`config.mk`:
```
export PLATFORM = sky130hd
export DESIGN_NAME = vsic_top
export DESIGN_NICKNAME = d
export VERILOG_FILES = /design/src/logic/vsic_pkg.sv /design/src/logic/vsic_arb_if.sv /design/src/logic/vsic_sync.sv /design/src/logic/vsic_prio.sv /design/src/logic/vsic_top.sv
export SDC_FILE = /design/constraint.sdc
export NUM_CORES = 1
export LEC_CHECK = 0
export BUFFER_PORTS_ARGS = -buffer_cell sky130_fd_sc_hd__buf_2
export CORE_MARGIN = 3
export CORE_UTILIZATION = 60
export CTS_CLUSTER_DIAMETER = 30
export DETAILED_ROUTE_END_ITERATION = 7
export PLACE_DENSITY = 0.9
export SLEW_MARGIN = 20
export SYNTH_ARGS = -nofsm -noshare
export SYNTH_HDL_FRONTEND = slang
export SYNTH_SLANG_ARGS = --single-unit
```
`constraint.sdc`:
```
create_clock -name i_clock -period 6.5 [get_ports i_clock]
set_input_delay 0.65 -clock i_clock [delete_from_list [all_inputs] [get_ports i_clock]]
set_output_delay 0.65 -clock i_clock [all_outputs]
set_load 0.01 [all_outputs]
```
`src/logic/vsic_pkg.sv`:
```
// Constants, register map and source table of the interrupt controller
package vsic_pkg;
  localparam int NSRC = 32;
  localparam int AW   = 8;

  // Register byte offsets on the APB side
  localparam logic [AW-1:0] A_MASK   = 8'h00;
  localparam logic [AW-1:0] A_STAT   = 8'h04;
  localparam logic [AW-1:0] A_T0CMP  = 8'h08;
  localparam logic [AW-1:0] A_T1SET  = 8'h0c;
  localparam logic [AW-1:0] A_T1MODE = 8'h10;
  localparam logic [AW-1:0] A_TCOUNT = 8'h14;
  localparam logic [AW-1:0] A_VECT   = 8'h18;

  // Status bit positions
  localparam int B_VBIN   = 0;
  localparam int B_VBOUT  = 1;
  localparam int B_HBIN   = 2;
  localparam int B_TIM0   = 3;
  localparam int B_TIM1   = 4;
  localparam int B_CPEND  = 5;
  localparam int B_SOUND  = 6;
  localparam int B_SYSMGR = 7;
  localparam int B_PAD    = 8;
  localparam int B_DMA2   = 9;
  localparam int B_DMA1   = 10;
  localparam int B_DMA0   = 11;
  localparam int B_DMAILL = 12;
  localparam int B_SPRITE = 13;
  localparam int B_EXT0   = 16;
  localparam int NEXT     = 16;

  localparam logic [31:0] STAT_USED = 32'hffff3fff;
  localparam logic [31:0] MASK_RST  = 32'hffffffff;

  // Timer and vector register fields
  localparam int T0W        = 10;
  localparam int T1W        = 9;
  localparam int T1M_EN     = 0;
  localparam int T1M_EVERY  = 8;
  localparam int TC_T1_LSB  = 16;
  localparam int VR_VEC_LSB = 0;
  localparam int VR_LVL_LSB = 8;
  localparam int VR_VALID   = 16;

  // Dot clock for timer 1, derived from the system clock
  localparam int CLK_KHZ = 100000;
  localparam int DOT_KHZ = 7000;
  localparam int DOT_DIV = CLK_KHZ / DOT_KHZ;

  localparam logic [7:0] VEC_BASE_INT = 8'h40;
  localparam logic [7:0] VEC_BASE_EXT = 8'h50;
  localparam logic [3:0] LVL_EXT      = 4'h7;
  localparam logic [3:0] LVL_TAB [0:15] = '{
    4'hf, 4'he, 4'hd, 4'hc, 4'hb, 4'ha, 4'h9, 4'h8,
    4'h8, 4'h6, 4'h6, 4'h5, 4'h3, 4'h2, 4'h0, 4'h0};

  function automatic logic [3:0] level_of(input logic [4:0] b);
    return b[4] ? LVL_EXT : LVL_TAB[b[3:0]];
  endfunction

  function automatic logic [7:0] vec_of(input logic [4:0] b);
    return b[4] ? VEC_BASE_EXT + {4'h0, b[3:0]}
                : VEC_BASE_INT + {4'h0, b[3:0]};
  endfunction
endpackage

```
`src/logic/vsic_arb_if.sv`:
```
// Pending word to priority arbiter and the chosen source back
`timescale 1ns/100ps
interface vsic_arb_if;
  logic [31:0] pend;
  logic        valid;
  logic [4:0]  sel;
  logic [3:0]  lvl;
  modport req (output pend, input valid, sel, lvl);
  modport arb (input pend, output valid, sel, lvl);
endinterface

```
`src/logic/vsic_sync.sv`:
```
// Two-flop synchroniser for a vector of pin inputs
`timescale 1ns/100ps
module vsic_sync #(
  parameter int W = 1
) (
  input  wire logic         i_clock,
  input  wire logic         i_reset,
  input  wire logic [W-1:0] i_async,
  output logic      [W-1:0] o_sync
);
  logic [W-1:0] meta_q;
  logic [W-1:0] meta_d;
  logic [W-1:0] sync_d;

  // Only the second stage reads the first
  always_comb begin
    meta_d = i_async;
    sync_d = meta_q;
  end

  always_ff @(posedge i_clock) begin
    if (i_reset) begin
      meta_q <= '0;
      o_sync <= '0;
    end else begin
      meta_q <= meta_d;
      o_sync <= sync_d;
    end
  end
endmodule

```
`src/logic/vsic_prio.sv`:
```
// Picks the pending source with the highest level, lowest bit on a tie
`timescale 1ns/100ps
module vsic_prio (
  vsic_arb_if.arb arb
);
  logic [3:0] best_lvl;
  logic [4:0] best_sel;

  always_comb begin
    best_lvl = 4'h0;
    best_sel = 5'h00;
    for (int b = 0; b < vsic_pkg::NSRC; b++) begin
      // Strict compare keeps the lower bit on equal levels
      if (arb.pend[b] && vsic_pkg::level_of(5'(b)) > best_lvl) begin
        best_lvl = vsic_pkg::level_of(5'(b));
        best_sel = 5'(b);
      end
    end
  end

  assign arb.valid = (best_lvl != 4'h0);
  assign arb.sel   = best_sel;
  assign arb.lvl   = best_lvl;
endmodule

```
`src/logic/vsic_top.sv`:
```
// Video-synchronised interrupt controller with APB register access
`timescale 1ns/100ps
module vsic_top #(
  parameter int DOT_DIV = vsic_pkg::DOT_DIV
) (
  input  wire logic        i_clock,
  input  wire logic        i_reset,
  input  wire logic        i_psel,
  input  wire logic        i_penable,
  input  wire logic        i_pwrite,
  input  wire logic [7:0]  i_paddr,
  input  wire logic [31:0] i_pwdata,
  output logic      [31:0] o_prdata,
  output logic             o_pready,
  output logic             o_pslverr,
  input  wire logic        i_vblank_in,
  input  wire logic        i_vblank_out,
  input  wire logic        i_hblank_in,
  input  wire logic        i_sound_req,
  input  wire logic        i_sysmgr_req,
  input  wire logic        i_pad_req,
  input  wire logic        i_sprite_end,
  input  wire logic [15:0] i_ext_irq,
  input  wire logic        i_prog_end,
  input  wire logic [2:0]  i_dma_end,
  input  wire logic        i_dma_illegal,
  output logic             o_irq_valid,
  output logic [7:0]       o_irq_vector,
  output logic [3:0]       o_irq_level
);
  localparam int NPIN = 7 + vsic_pkg::NEXT;
  localparam int DW   = $clog2(DOT_DIV + 1);
  localparam logic [DW-1:0] DOT_LAST = DW'(DOT_DIV - 1);

  if (DOT_DIV < 1) begin : g_bad_div
    $error("DOT_DIV must be at least one");
  end

  // Pin inputs: synchronise, then find rising edges
  // The edge register resets low like an idle pin, so reset makes no edge
  logic [NPIN-1:0] pin_s;
  logic [NPIN-1:0] pin_q;
  logic [NPIN-1:0] pin_d;
  logic [NPIN-1:0] pin_rise;

  vsic_sync #(.W(NPIN)) u_sync (
    .i_clock (i_clock),
    .i_reset (i_reset),
    .i_async ({i_ext_irq, i_sprite_end, i_pad_req, i_sysmgr_req,
               i_sound_req, i_hblank_in, i_vblank_out, i_vblank_in}),
    .o_sync  (pin_s)
  );

  always_comb begin
    pin_d    = pin_s;
    pin_rise = pin_s & ~pin_q;
  end

  always_ff @(posedge i_clock) begin
    if (i_reset) pin_q <= '0;
    else         pin_q <= pin_d;
  end

  logic vbin_ev;
  logic vbout_ev;
  logic hbin_ev;
  assign vbin_ev  = pin_rise[0];
  assign vbout_ev = pin_rise[1];
  assign hbin_ev  = pin_rise[2];

  // APB slave: one wait state, answer registered
  logic [31:0] mask_q, mask_d;
  logic [31:0] stat_q, stat_d;
  logic [vsic_pkg::T0W-1:0] t0cmp_q, t0cmp_d;
  logic [vsic_pkg::T1W-1:0] t1set_q, t1set_d;
  logic t1_en_q, t1_en_d;
  logic t1_every_q, t1_every_d;
  logic [31:0] prdata_d;
  logic pready_d;
  logic pslverr_d;
  logic acc_done;
  logic wr_done;
  logic mapped;
  logic [31:0] rd_word;
  logic [31:0] stat_clr;

  logic [vsic_pkg::T0W-1:0] t0_cnt_q, t0_cnt_d;
  logic [vsic_pkg::T1W-1:0] t1_cnt_q, t1_cnt_d;
  logic [DW-1:0] dot_q, dot_d;
  logic line_hit_q, line_hit_d;
  logic dot_tick;
  logic t0_fire;
  logic t1_fire;
  logic [31:0] stat_set;

  vsic_arb_if arb ();

  // Completing edge: access phase with our ready already high
  // Ready stands one cycle only, so back-to-back accesses each wait once
  assign acc_done = i_psel & i_penable & o_pready;
  assign wr_done  = acc_done & i_pwrite;

  always_comb begin
    mapped  = 1'b1;
    rd_word = 32'h0000_0000;
    case (i_paddr)
      vsic_pkg::A_MASK:   rd_word = mask_q;
      vsic_pkg::A_STAT:   rd_word = stat_q;
      vsic_pkg::A_T0CMP:  rd_word = 32'(t0cmp_q);
      vsic_pkg::A_T1SET:  rd_word = 32'(t1set_q);
      vsic_pkg::A_T1MODE: begin
        rd_word[vsic_pkg::T1M_EN]    = t1_en_q;
        rd_word[vsic_pkg::T1M_EVERY] = t1_every_q;
      end
      vsic_pkg::A_TCOUNT: begin
        rd_word[vsic_pkg::T0W-1:0] = t0_cnt_q;
        rd_word[vsic_pkg::TC_T1_LSB +: vsic_pkg::T1W] = t1_cnt_q;
      end
      vsic_pkg::A_VECT: begin
        rd_word[vsic_pkg::VR_VEC_LSB +: 8] = o_irq_vector;
        rd_word[vsic_pkg::VR_LVL_LSB +: 4] = o_irq_level;
        rd_word[vsic_pkg::VR_VALID]        = o_irq_valid;
      end
      default: mapped = 1'b0;
    endcase
  end

  always_comb begin
    pready_d   = i_psel & i_penable & ~o_pready;
    prdata_d   = pready_d ? rd_word : 32'h0000_0000;
    pslverr_d  = pready_d & ~mapped;
    mask_d     = mask_q;
    t0cmp_d    = t0cmp_q;
    t1set_d    = t1set_q;
    t1_en_d    = t1_en_q;
    t1_every_d = t1_every_q;
    stat_clr   = 32'h0000_0000;
    if (wr_done) begin
      case (i_paddr)
        vsic_pkg::A_MASK:   mask_d  = i_pwdata;
        vsic_pkg::A_STAT:   stat_clr = i_pwdata;
        vsic_pkg::A_T0CMP:  t0cmp_d = i_pwdata[vsic_pkg::T0W-1:0];
        vsic_pkg::A_T1SET:  t1set_d = i_pwdata[vsic_pkg::T1W-1:0];
        vsic_pkg::A_T1MODE: begin
          t1_en_d    = i_pwdata[vsic_pkg::T1M_EN];
          t1_every_d = i_pwdata[vsic_pkg::T1M_EVERY];
        end
        default: ;
      endcase
    end
  end

  always_ff @(posedge i_clock) begin
    if (i_reset) begin
      o_pready   <= 1'b0;
      o_prdata   <= 32'h0000_0000;
      o_pslverr  <= 1'b0;
      mask_q     <= vsic_pkg::MASK_RST;
      t0cmp_q    <= '0;
      t1set_q    <= '0;
      t1_en_q    <= 1'b0;
      t1_every_q <= 1'b0;
    end else begin
      o_pready   <= pready_d;
      o_prdata   <= prdata_d;
      o_pslverr  <= pslverr_d;
      mask_q     <= mask_d;
      t0cmp_q    <= t0cmp_d;
      t1set_q    <= t1set_d;
      t1_en_q    <= t1_en_d;
      t1_every_q <= t1_every_d;
    end
  end

  // Line and dot timers
  // The matched line is remembered until the next line start for mode 0
  always_comb begin
    t0_cnt_d   = t0_cnt_q;
    t1_cnt_d   = t1_cnt_q;
    line_hit_d = line_hit_q;
    t0_fire    = 1'b0;
    t1_fire    = 1'b0;
    dot_tick   = (dot_q == DOT_LAST);
    dot_d      = dot_tick ? '0 : dot_q + DW'(1);
    if (vbout_ev) begin
      t0_cnt_d   = '0;
      line_hit_d = 1'b0;
    end else if (hbin_ev) begin
      t0_cnt_d   = t0_cnt_q + 1'b1;
      t0_fire    = (t0_cnt_d == t0cmp_q);
      line_hit_d = t0_fire;
    end
    if (hbin_ev) begin
      t1_cnt_d = t1set_q;
      dot_d    = '0;
    end else if (dot_tick && t1_cnt_q != '0) begin
      t1_cnt_d = t1_cnt_q - 1'b1;
      // Fires once on the step into zero, not while parked there
      t1_fire  = (t1_cnt_d == '0) && t1_en_q &&
                 (t1_every_q || line_hit_q);
    end
  end

  always_ff @(posedge i_clock) begin
    if (i_reset) begin
      t0_cnt_q   <= '0;
      t1_cnt_q   <= '0;
      dot_q      <= '0;
      line_hit_q <= 1'b0;
    end else begin
      t0_cnt_q   <= t0_cnt_d;
      t1_cnt_q   <= t1_cnt_d;
      dot_q      <= dot_d;
      line_hit_q <= line_hit_d;
    end
  end

  // Sticky status: a new event beats a clear in the same cycle
  always_comb begin
    stat_set = 32'h0000_0000;
    stat_set[vsic_pkg::B_VBIN]   = vbin_ev;
    stat_set[vsic_pkg::B_VBOUT]  = vbout_ev;
    stat_set[vsic_pkg::B_HBIN]   = hbin_ev;
    stat_set[vsic_pkg::B_TIM0]   = t0_fire;
    stat_set[vsic_pkg::B_TIM1]   = t1_fire;
    stat_set[vsic_pkg::B_CPEND]  = i_prog_end;
    stat_set[vsic_pkg::B_SOUND]  = pin_rise[3];
    stat_set[vsic_pkg::B_SYSMGR] = pin_rise[4];
    stat_set[vsic_pkg::B_PAD]    = pin_rise[5];
    stat_set[vsic_pkg::B_DMA2]   = i_dma_end[2];
    stat_set[vsic_pkg::B_DMA1]   = i_dma_end[1];
    stat_set[vsic_pkg::B_DMA0]   = i_dma_end[0];
    stat_set[vsic_pkg::B_DMAILL] = i_dma_illegal;
    stat_set[vsic_pkg::B_SPRITE] = pin_rise[6];
    stat_set[vsic_pkg::B_EXT0 +: vsic_pkg::NEXT] = pin_rise[NPIN-1:7];
    stat_d = ((stat_q & ~stat_clr) | stat_set) & vsic_pkg::STAT_USED;
  end

  always_ff @(posedge i_clock) begin
    if (i_reset) stat_q <= 32'h0000_0000;
    else         stat_q <= stat_d;
  end

  // Arbitration over pending unmasked sources
  assign arb.pend = stat_q & ~mask_q;

  vsic_prio u_prio (
    .arb (arb.arb)
  );

  always_ff @(posedge i_clock) begin
    if (i_reset) begin
      o_irq_valid  <= 1'b0;
      o_irq_vector <= 8'h00;
      o_irq_level  <= 4'h0;
    end else begin
      o_irq_valid  <= arb.valid;
      o_irq_vector <= arb.valid ? vsic_pkg::vec_of(arb.sel) : 8'h00;
      o_irq_level  <= arb.lvl;
    end
  end
endmodule

```
# After elaboration in Yosys (flattened, before gate mapping)

Index checks and enable logic that the tools add are counted.

$add $sub $neg: 5
$mul: 0
Divide/modulo/power cells: 0
Magnitude comparators: 31
Equality and inequality tests: 8
Shifts and indexed selects: 0
Mux-type cells: 82
Bitwise operators: 16
Reductions and logical operators: 49

Operators with widths:

| cell                    | number |
|---|---|
| $mux W4                 | 40 |
| $mux W5                 | 16 |
| $gt A3 B4 Y1 const A    | 19 |
| $and A32 B32 Y32        | 2 |
| $mux W32                | 2 |
| $not A32 Y32            | 2 |
| $pmux W7 S6             | 1 |
| $logic_and A1 B1 Y1     | 34 |
| $gt A4 B4 Y1 const A    | 8 |
| $or A32 B32 Y32         | 1 |
| $eq A8 B5 Y1 const B    | 3 |
| $pmux W8 S3             | 1 |
| $and A23 B23 Y23        | 1 |
| $not A23 Y23            | 1 |
| $mux W9                 | 2 |
| $add A7 B4 Y8 const A   | 2 |
| $eq A8 B4 Y1 const B    | 2 |
| $pmux W1 S7             | 2 |
| $pmux W7 S2             | 1 |
| $mux W3                 | 4 |
| $add A10 B1 Y10 const B | 1 |
| $eq A10 B10 Y1          | 1 |
| $logic_not A9 Y1        | 1 |
| $reduce_bool A9 Y1      | 1 |
| 23 further kinds        | 43 |

Register bits: 225
Bits in latches: 0
Memory bits (writable): 0
ROM bits: 0
Memories: 0

# Logic depth before layout (Yosys ltp)

Gate-level depths: netlist (run 1).

Depth in word-level cells: 99
Mapped depth: 10
Depth with buffers taken out: 9

# Cells and area by module

A second synthesis (run 1) with hierarchy kept.

Cells, all modules: 1113
Area, all modules: 9733.1 um^2

By module, submodules not included:

| module    | instances | cells each | area each (um^2) |
|---|---|---|---|
| vsic_top  | 1         | 869        | 7576.0 |
| vsic_sync | 1         | 96         | 1229.9 |
| vsic_prio | 1         | 148        | 927.1 |

# Worst setup path after synthesis (run 1)

OpenSTA, ideal clock, no wires.

Kind: input -> register
Start: in i_paddr[4]
End: reg o_prdata[22]
Library setup time: 121 ps
Arrival: 2212 ps
Data required time: 6379 ps
Setup slack: 4167 ps
Stages: 6
Path buffers: 3
Cells stage by stage: clkbuf_1 -> buf_1 -> clkbuf_1 -> mux2_2 -> a22oi_1 -> nor2_1

Word-level cells in the longest chain between the ends: 2
Elaborated cells on any way between the ends: 4
Classes of those cells: 2 x eq/ne; 1 x mux; 1 x reduce/logical

RTL lines:

| item                                 | RTL line        | text |
|---|---|---|
| start: declaration                   | vsic_top.sv:11  | `input wire logic [7:0] i_paddr,` |
| $eq A8 B5 Y1 (tied with other cells) | vsic_top.sv:106 | `case (i_paddr)` |
| $pmux W8 S3 *                        | vsic_top.sv:106 |  |
| end signal: assignment               | vsic_top.sv:165 | `o_prdata <= prdata_d;` |
| end: declaration                     | vsic_top.sv:13  | `output logic [31:0] o_prdata,` |

Mark *: on every way between the ends. The rest lies on a longest branch, timed or not.
A chain may end at the register's enable or synchronous reset.

# Worst setup path in the final report (run 1)

Start: reg mask_q[0]
End: reg o_irq_vector[2]

Word-level cells in the longest chain between the ends: 99
Elaborated cells on any way between the ends: 133
Classes of those cells: 2 x add/sub; 31 x order compare; 64 x mux; 3 x bitwise; 33 x reduce/logical

RTL lines:

| item                                                  | RTL line        | text |
|---|---|---|
| start: declaration                                    | vsic_top.sv:72  | `logic [31:0] mask_q, mask_d;` |
| start signal: assignment                              | vsic_top.sv:158 | `mask_q <= vsic_pkg::MASK_RST;` |
| start signal: assignment                              | vsic_top.sv:167 | `mask_q <= mask_d;` |
| $not A32 Y32 *                                        | vsic_top.sv:245 | `assign arb.pend = stat_q & ~mask_q;` |
| $and A32 B32 Y32 *                                    | vsic_top.sv:245 |  |
| $mux W4 *                                             | vsic_prio.sv:14 | `if (arb.pend[b] && vsic_pkg::level_of(5'(b)) > best_lvl) begin` |
| branches (longest 96 deep; another with $gt A4 B4 Y1) | -               |  |
| end signal: assignment                                | vsic_top.sv:258 | `o_irq_vector <= arb.valid ? vsic_pkg::vec_of(arb.sel) : 8'h00;` |
| end: declaration                                      | vsic_top.sv:28  | `output logic [7:0] o_irq_vector,` |

Every way passes the cells marked *.

==> impl_metrics.yaml, run 1 <==
synth:
  yosys.area_share.simple: 0.2522
  ys_seq_area_frac: 0.4837
  yosysTopAreaCellShare: 0.4837
  synth_edf_count: 0
  synth.distinct_cells: 64
  synth_area_leaders: "dfxtp_1, nor2b_1, mux2i_1"
  syn_area_um2: 9148
  ys_warn_count: 0
  synthXorXnorAreaFrac: 0.03064
  synthArstFlopShare: 0
  synth_top_family_by_area: "simple AND/OR/NAND/NOR gates"
  synth_mux_area_frac: 0.07974
  synth_flop_cell: "dfxtp_1"
  synth_compound_area_frac: 0.1193
  ys_seq_elements: 221
  synth_cells: 1022
  synthAdderAreaFrac: 0.006839
  synth_area_per_cell_um2: 8.951
  synth_top_area_cell: "dfxtp_1"
clock_tree:
  cts-buffers-inserted: 39
  cts_htree_levels: 2
  cts_resized: 0
  path_clk_slew_ns: 0.06
  postCtsHoldBufs: 0
  cts_tree: "done"
  post_cts_buffers: 0
  cts.path.max_buffers: 3
  clock-sinks: 221
  clk_latency_ns: 0.52
  cts_root_buffer: "clkbuf_16"
min_path:
  min_path_type: "in -> reg"
placement:
  io_buffers: 117
  dpl-instance-area_um2: 9812
  hpwl_um: 16120
  place_congestion: 0.9225
floorplan:
  dieHeight_um: 129.5
  die-area_um2: 16760
  num_rows: 44
  die-width_um: 129.5
  initial_core_util: 0.6223
  ioPinCount: 120
  core_um2: 14700
final_layout:
  n_fill_cell: 947
  final_layout_size_suffix_gt1_frac: 0.1930
  final_cell_area_um2: 11260
  final_nets: 1214
  syn2layout_area_growth_pct: 23.05
worst_setup_path:
  endpoint_kind: "register"
  r2r_start: "mask_q[0]"
  crit_chain: "nand2b_1, and2_1, nand4_1, o21ai_1, nor4_1, a31oi_1, o31a_1, a31oi_1"
  start_kind: "register"
  worstReg2RegEnd: "o_irq_vector[2]"
  crit_arrival_ns: 3.59
  cp_data_required_time_ns: 6.87
  reg2reg_depth: 8
  slowest_delay_ns: 0.76
  crit_type: "reg -> reg"
  crit_family: "simple AND/OR/NAND/NOR gates"
  reg2reg_setup_slack_ns: 3.28
  crit_path_start: "mask_q[0]"
  cpMostUsedCell: "a31oi_1"
  cp_num_cells: 8
  path_buf_inv: 0
  crit_fanout: 21
  cp-endpoint: "o_irq_vector[2]"
  slowest_stage: "o21ai_1"
sta:
  drv_slew: 0
  fin_tns_setup_ns: 0
  rsz0062_at_grt: "false"
  relSlewSlack: 0.2608
  skew_ns: 0.02884
  setup_viol: 0
  worst_pin_slew_ns: 1.105
  timing.fmax_mhz: 310.3
  finalCriticalPeriod_ns: 3.222
  hold_viol: 0
  min_period_over_period: 0.4958
global_routing:
  grt.overflow.total: 0
  grt_pass1_vias: 7892
  grt_usage: 0.3039
  grt_max_degree: 71
  grt_pass1_wl_um: 40420
  antenna_found_initial: 0
detailed_routing:
  drcViolationCount: 0
  detail-route-antenna-nets: 0
  wirelength_um: 26070
  viasPerCell: 6.032
  wl_per_cell_um: 19.29
  vias: 8149
  drt-initial-drc-count: 967
  first_pass_iters: 6
flow_run:
  max-cap-violations: 0
run_status:
  status: "finished, final reports clean"
power:
  power.leakage_uw: 0.004546
  ir_worst_vdd_v: 0.0002107
  p_per_area_nw_per_um2: 332.6
-- worst min path at each step --
stage	startpoint	to	slack (ns)	cells after the start
after floorplan	u_sync.meta_q[0]	u_sync.o_sync[0]	0.41	1
after global placement	u_sync.meta_q[11]	u_sync.o_sync[11]	0.42	1
after detailed placement	u_sync.meta_q[20]	u_sync.o_sync[20]	0.42	1
after CTS	i_ext_irq[5]	u_sync.meta_q[12]	0.32	2
after global routing	i_ext_irq[11]	u_sync.meta_q[18]	0.34	2
final	i_ext_irq[5]	u_sync.meta_q[12]	0.33	2
-- report_power, final --
group	switching (µW)	internal [µW]	total (µW)
clock	717	1470	2190
sequential	21.9	1390	1410
combinational	84.1	59.6	144
total	823	2920	3740
-- final cells by class --
cell class,instances,area (µm²),share of cell area
Inverter,10,37.54,0.003335
Clock buffer,46,1074,0.09538
Sequential cell,221,4424,0.3931
Multi-Input combinational cell,740,4488,0.3987
Tap cell,184,230.2,0.02045
Timing Repair Buffer,124,640.6,0.05691
Antenna cell,1,2.502,0.0002223
Clock inverter,25,359.1,0.03190
-- layout by cell type (no fill, tap or decap), types with 7 or more instances in the layout --
cell type  count
nand2_1      130
dfxtp_1      221
a21oi_1       62
xor2_1        15
a211oi_1       8
o21ai_0       25
buf_4          8
or3_1          9
mux2i_1       56
inv_1          8
nor3_1         7
nor2b_1      108
bufinv_16      7
a22oi_1       12
mux2_2        15
xnor2_1       17
nand3_1       26
clkbuf_16     40
nand2b_1      25
nor2_1       109
a31oi_1        9
buf_2        116
nor4_1         8
-- logic make-up (layout without fill, tap and decap cells) --
logic type	count (synthesis)	count (layout)
AND/OR/NAND/NOR	461	461
flip-flops	221	221
AO/OA/AOI/OAI	169	169
multiplexers	71	71
buffers and inverters	62	205
XOR/XNOR	32	32
adder cells (fa/ha/maj)	5	5
other	1	3
-- cell usage after synthesis, drive strengths merged, types with 6 or more instances --
master and count:
mux2 15, a211oi 9, nor2b 109, inv 10
nor3 11, mux2i 56, xnor2 17, a31oi 9
a22oi 12, nand2 130, nand2b 25, a22o 6
and3 6, dfxtp 221, clkbuf 41, nor2 109
nand3 27, or3 10, xor2 15, o21ai 28
a21oi 62, buf 11, nor4 10
-- worst reg2reg max path, stage by stage, from the launching register on --
cell and delay, ns:
dfxtp_1 0.36, nand2b_1 0.28, and2_1 0.25, nand4_1 0.73, o21ai_1 0.76, nor4_1 0.15, a31oi_1 0.24, o31a_1 0.19
a31oi_1 0.11
-- flip-flops by register name, indices dropped and copies added, names as in the netlist --
signal,flops
mask_q,32
o_prdata,32
stat_q,30
pin_q,23
u_sync.meta_q,23
u_sync.o_sync,23
t0_cnt_q,10
t0cmp_q,10
t1_cnt_q,9
t1set_q,9
o_irq_vector,6
dot_q,4
o_irq_level,4
line_hit_q,1
o_irq_valid,1
o_pready,1
o_pslverr,1
t1_en_q,1
t1_every_q,1
-- metal layers --
layer	global-route usage	wire length [µm]	vias up
met2	0.5012	12150	514
met1	0.3850	10330	3786
met4	0.1443	1201	0
li1	-	-	3742
met5	0	0	-
met3	0.05936	2381	107
-- per-stage QoR --
step | std cells | utilization | setup slack [ns] | total power (µW) | hold slack (ns)
2_1_floorplan | 1023 | - | 4.167 | 1518 | 0.4138
3_3_place_gp | 1279 | 0.6675 | 3.251 | 1566 | 0.4159
3_5_place_dp | 1279 | 0.6675 | 3.234 | 1572 | 0.4204
4_1_cts | 1350 | 0.7650 | 3.407 | 3753 | 0.3194
5_1_grt | 1350 | 0.7656 | 3.050 | 3830 | 0.3364
6_report | 1351 | 0.7657 | 3.278 | 3743 | 0.3279
(Power assumes the default switching activity.)
==> inputs of run 2 (changes only) <==
ABC_AREA = 1   (was not set)
CORE_UTILIZATION = 52   (was 60)
PLACE_DENSITY = 0.84   (was 0.9)
clock period = 2.74 ns   (was 6.5 ns; I/O delays follow)
==> impl_metrics.yaml, run 2 <==
power:
  ir_worst_vdd_v: 0.0004556
  p_per_area_nw_per_um2: 700.4
  power.leakage_uw: 0.005542
clock_tree:
  cts_tree: "done"
  cts.path.max_buffers: 3
  clk_latency_ns: 0.52
  path_clk_slew_ns: 0.05
  cts_root_buffer: "clkbuf_16"
  clock-sinks: 221
  cts-buffers-inserted: 39
  cts_htree_levels: 2
synth:
  synth_flop_cell: "dfxtp_1"
  synth_edf_count: 0
  syn_area_um2: 9065
  yosysMostFrequentCell: "dfxtp_1"
  synth_cells: 1182
  ys_warn_count: 0
  ys_top_cells_by_count: "dfxtp_1, nand2_1, inv_1, nor2_1, a21oi_1"
  synthArstFlopShare: 0
  synth_top_area_cell: "dfxtp_1"
  ys_seq_elements: 221
  synth.distinct_cells: 55
  synth_area_per_cell_um2: 7.669
  synth_area_leaders: "dfxtp_1, nand2_1, inv_1"
  yosysTopAreaCellShare: 0.4881
  ys_seq_area_frac: 0.4881
sta:
  rsz0062_at_grt: "true"
  relSlewSlack: 0.5818
  min_period_over_period: 1.008
  timing.fmax_mhz: 362.2
  setup_viol: 2
  drv_slew: 0
  hold_viol: 0
  fin_ws_ns: -0.02102
  skew_ns: 0.01904
  worst_pin_slew_ns: 0.6273
  finalCriticalPeriod_ns: 2.761
final_layout:
  regArea_um2: 4429
  final_cell_mix: "dfxtp_1, nand2_1, inv_1"
  final_nets: 1442
  n_fill_cell: 1266
  syn2layout_area_growth_pct: 29.33
  final_common_cell: "dfxtp_1"
  insertedDiodeCount: 0
  top_regs: "mask_q: 32 flops, o_prdata: 32 flops, stat_q: 30 flops"
  multiInputGateArea_um2: 3809
  post-route-util: 0.6971
  final_layout_size_suffix_gt1_frac: 0.1964
worst_setup_path:
  crit_chain: "inv_2, nand2_4, nand3_4, nor2_8, nand4_4, nor3_4, buf_6, o41ai_4, nand2_1, inv_2, o41ai_4, nor2_4, nand4_1, nand2_1, a21oi_4, nand4_1, o21ai_2, nor2_1"
  r2r_start: "mask_q[2]"
  start_kind: "register"
  crit_type: "reg -> reg"
  slowest_delay_ns: 0.34
  slowest_stage: "dfxtp_2"
  reg2reg_depth: 18
  worstReg2RegEnd: "o_irq_vector[3]"
  endpoint_kind: "register"
  reg2reg_setup_slack_ns: -0.02
  path_buf_inv: 3
  cp_data_required_time_ns: 3.13
  crit_arrival_ns: 3.16
  crit_fanout: 6
  crit_family: "simple AND/OR/NAND/NOR gates"
detailed_routing:
  wirelength_um: 26350
  drcViolationCount: 0
  drt-initial-drc-count: 1102
  detail-route-antenna-nets: 0
  viasPerCell: 5.578
  wl_per_cell_um: 16.36
  first_pass_iters: 6
  vias: 8981
floorplan:
  initial_core_util: 0.5390
  dieHeight_um: 138.0
  die-width_um: 138.0
  ioPinCount: 120
  num_rows: 47
  die-area_um2: 19050
  core_um2: 16820
global_routing:
  antenna_found_initial: 1
  grt.overflow.total: 0
  grt_max_degree: 72
  grt_pass1_wl_um: 41290
  grt_pass1_vias: 8463
  grt_usage: 0.2591
run_status:
  violations: "setup timing"
  status: "complete, but fails checks"
min_path:
  min_path_type: "in -> reg"
  min_to: "stat_q[10]"
  min_path_cells: 3
  hp-start: "i_dma_end[1]"
flow_run:
  max-cap-violations: 0
placement:
  place_congestion: 0.9731
  hpwl_um: 17570
  io_buffers: 117
  pre_cts_slack_ns: -0.007370
run 2: repair_timing:
action                                 in CTS  in global routing
hold buffers                               25                  0
endpoints found under the hold margin      25                  0
setup buffers                               0                 15
cloned                                      0                  1
gates resized for setup                     3                 28
pin swaps                                   0                 13
setup endpoints to repair                   5                 10
run 2: how the worst max path moves through the flow:
stage | startpoint | endpoint | slack, ns | cells past startpoint
2_1_floorplan | mask_q[0] | o_irq_vector[2] | 0.32 | 18
3_3_place_gp | mask_q[0] | o_irq_vector[2] | 0.15 | 17
3_5_place_dp | mask_q[0] | o_irq_vector[0] | -0.007 | 21
4_1_cts | mask_q[2] | o_irq_vector[2] | 0.04 | 16
5_1_grt | mask_q[3] | o_irq_vector[4] | -0.20 | 18
6_report | mask_q[2] | o_irq_vector[3] | -0.02 | 18
run 2: area by class of cell:
| type | instances | share of cell area |
|---|---|---|
| sequential | 221 | 0.3778 |
| multi-input combinational | 710 | 0.3249 |
| inverter | 207 | 0.06628 |
| tap | 220 | 0.02348 |
| clock inverter | 16 | 0.01377 |
| timing repair buffer | 185 | 0.1007 |
| clock buffer | 51 | 0.09306 |
run 2: routing by layer:
metal  GRT usage  share of wire  vias to the layer above
li1            -              -                     4229
met1      0.3308           0.40                     4114
met2      0.4132           0.45                      534
met3     0.06181           0.10                      102
met4      0.1279          0.043                        2
met5           0        0.00027                        -
run 2: where the power goes:
group          switching, µW  leakage (µW)  internal, µW
combinational            190       0.00313           134
clock                   1560      0.000616          2980
sequential              44.2       0.00180          3300
total                   1790       0.00554          6420
run 2: through the flow:
| step | hold WS, ns | total power, µW | cell area, µm² | TNS [ns] | cells |
|---|---|---|---|---|---|
| after floorplan | 0.3810 | 3564 | 9069 | 0 | 1183 |
| after global placement | 0.3913 | 3682 | 9968 | 0 | 1502 |
| after detailed placement | 0.3928 | 3692 | 9968 | -0.007370 | 1502 |
| after CTS | 0.002918 | 8239 | 11480 | 0 | 1594 |
| after global routing | 0.01093 | 8476 | 11720 | -0.9103 | 1610 |
| final | 0.007566 | 8212 | 11720 | -0.03384 | 1610 |
run 2: cells by family (layout without fill, tap and decap cells):
logic type | count (synthesis) | after routing | synth area share
AOI/OAI and AO/OA | 257 | 257 | 0.1772
xor gates and xnor gates | 19 | 19 | 0.01836
adders and majority gates | 5 | 5 | 0.006901
buffers and inverters | 253 | 459 | 0.1066
DFF | 221 | 221 | 0.4881
other | 1 | 2 | 0.0004137
and+or+nand+nor | 426 | 427 | 0.2025
run 2: worst register-to-register path, cell delays in order (launching register included):
cell	delay (ns)
dfxtp_2	0.34
inv_2	0.05
nand2_4	0.08
nand3_4	0.09
nor2_8	0.15
nand4_4	0.13
nor3_4	0.21
buf_6	0.16
o41ai_4	0.11
nand2_1	0.15
inv_2	0.08
o41ai_4	0.07
nor2_4	0.10
nand4_1	0.16
nand2_1	0.11
a21oi_4	0.14
nand4_1	0.16
o21ai_2	0.27
nor2_1	0.08
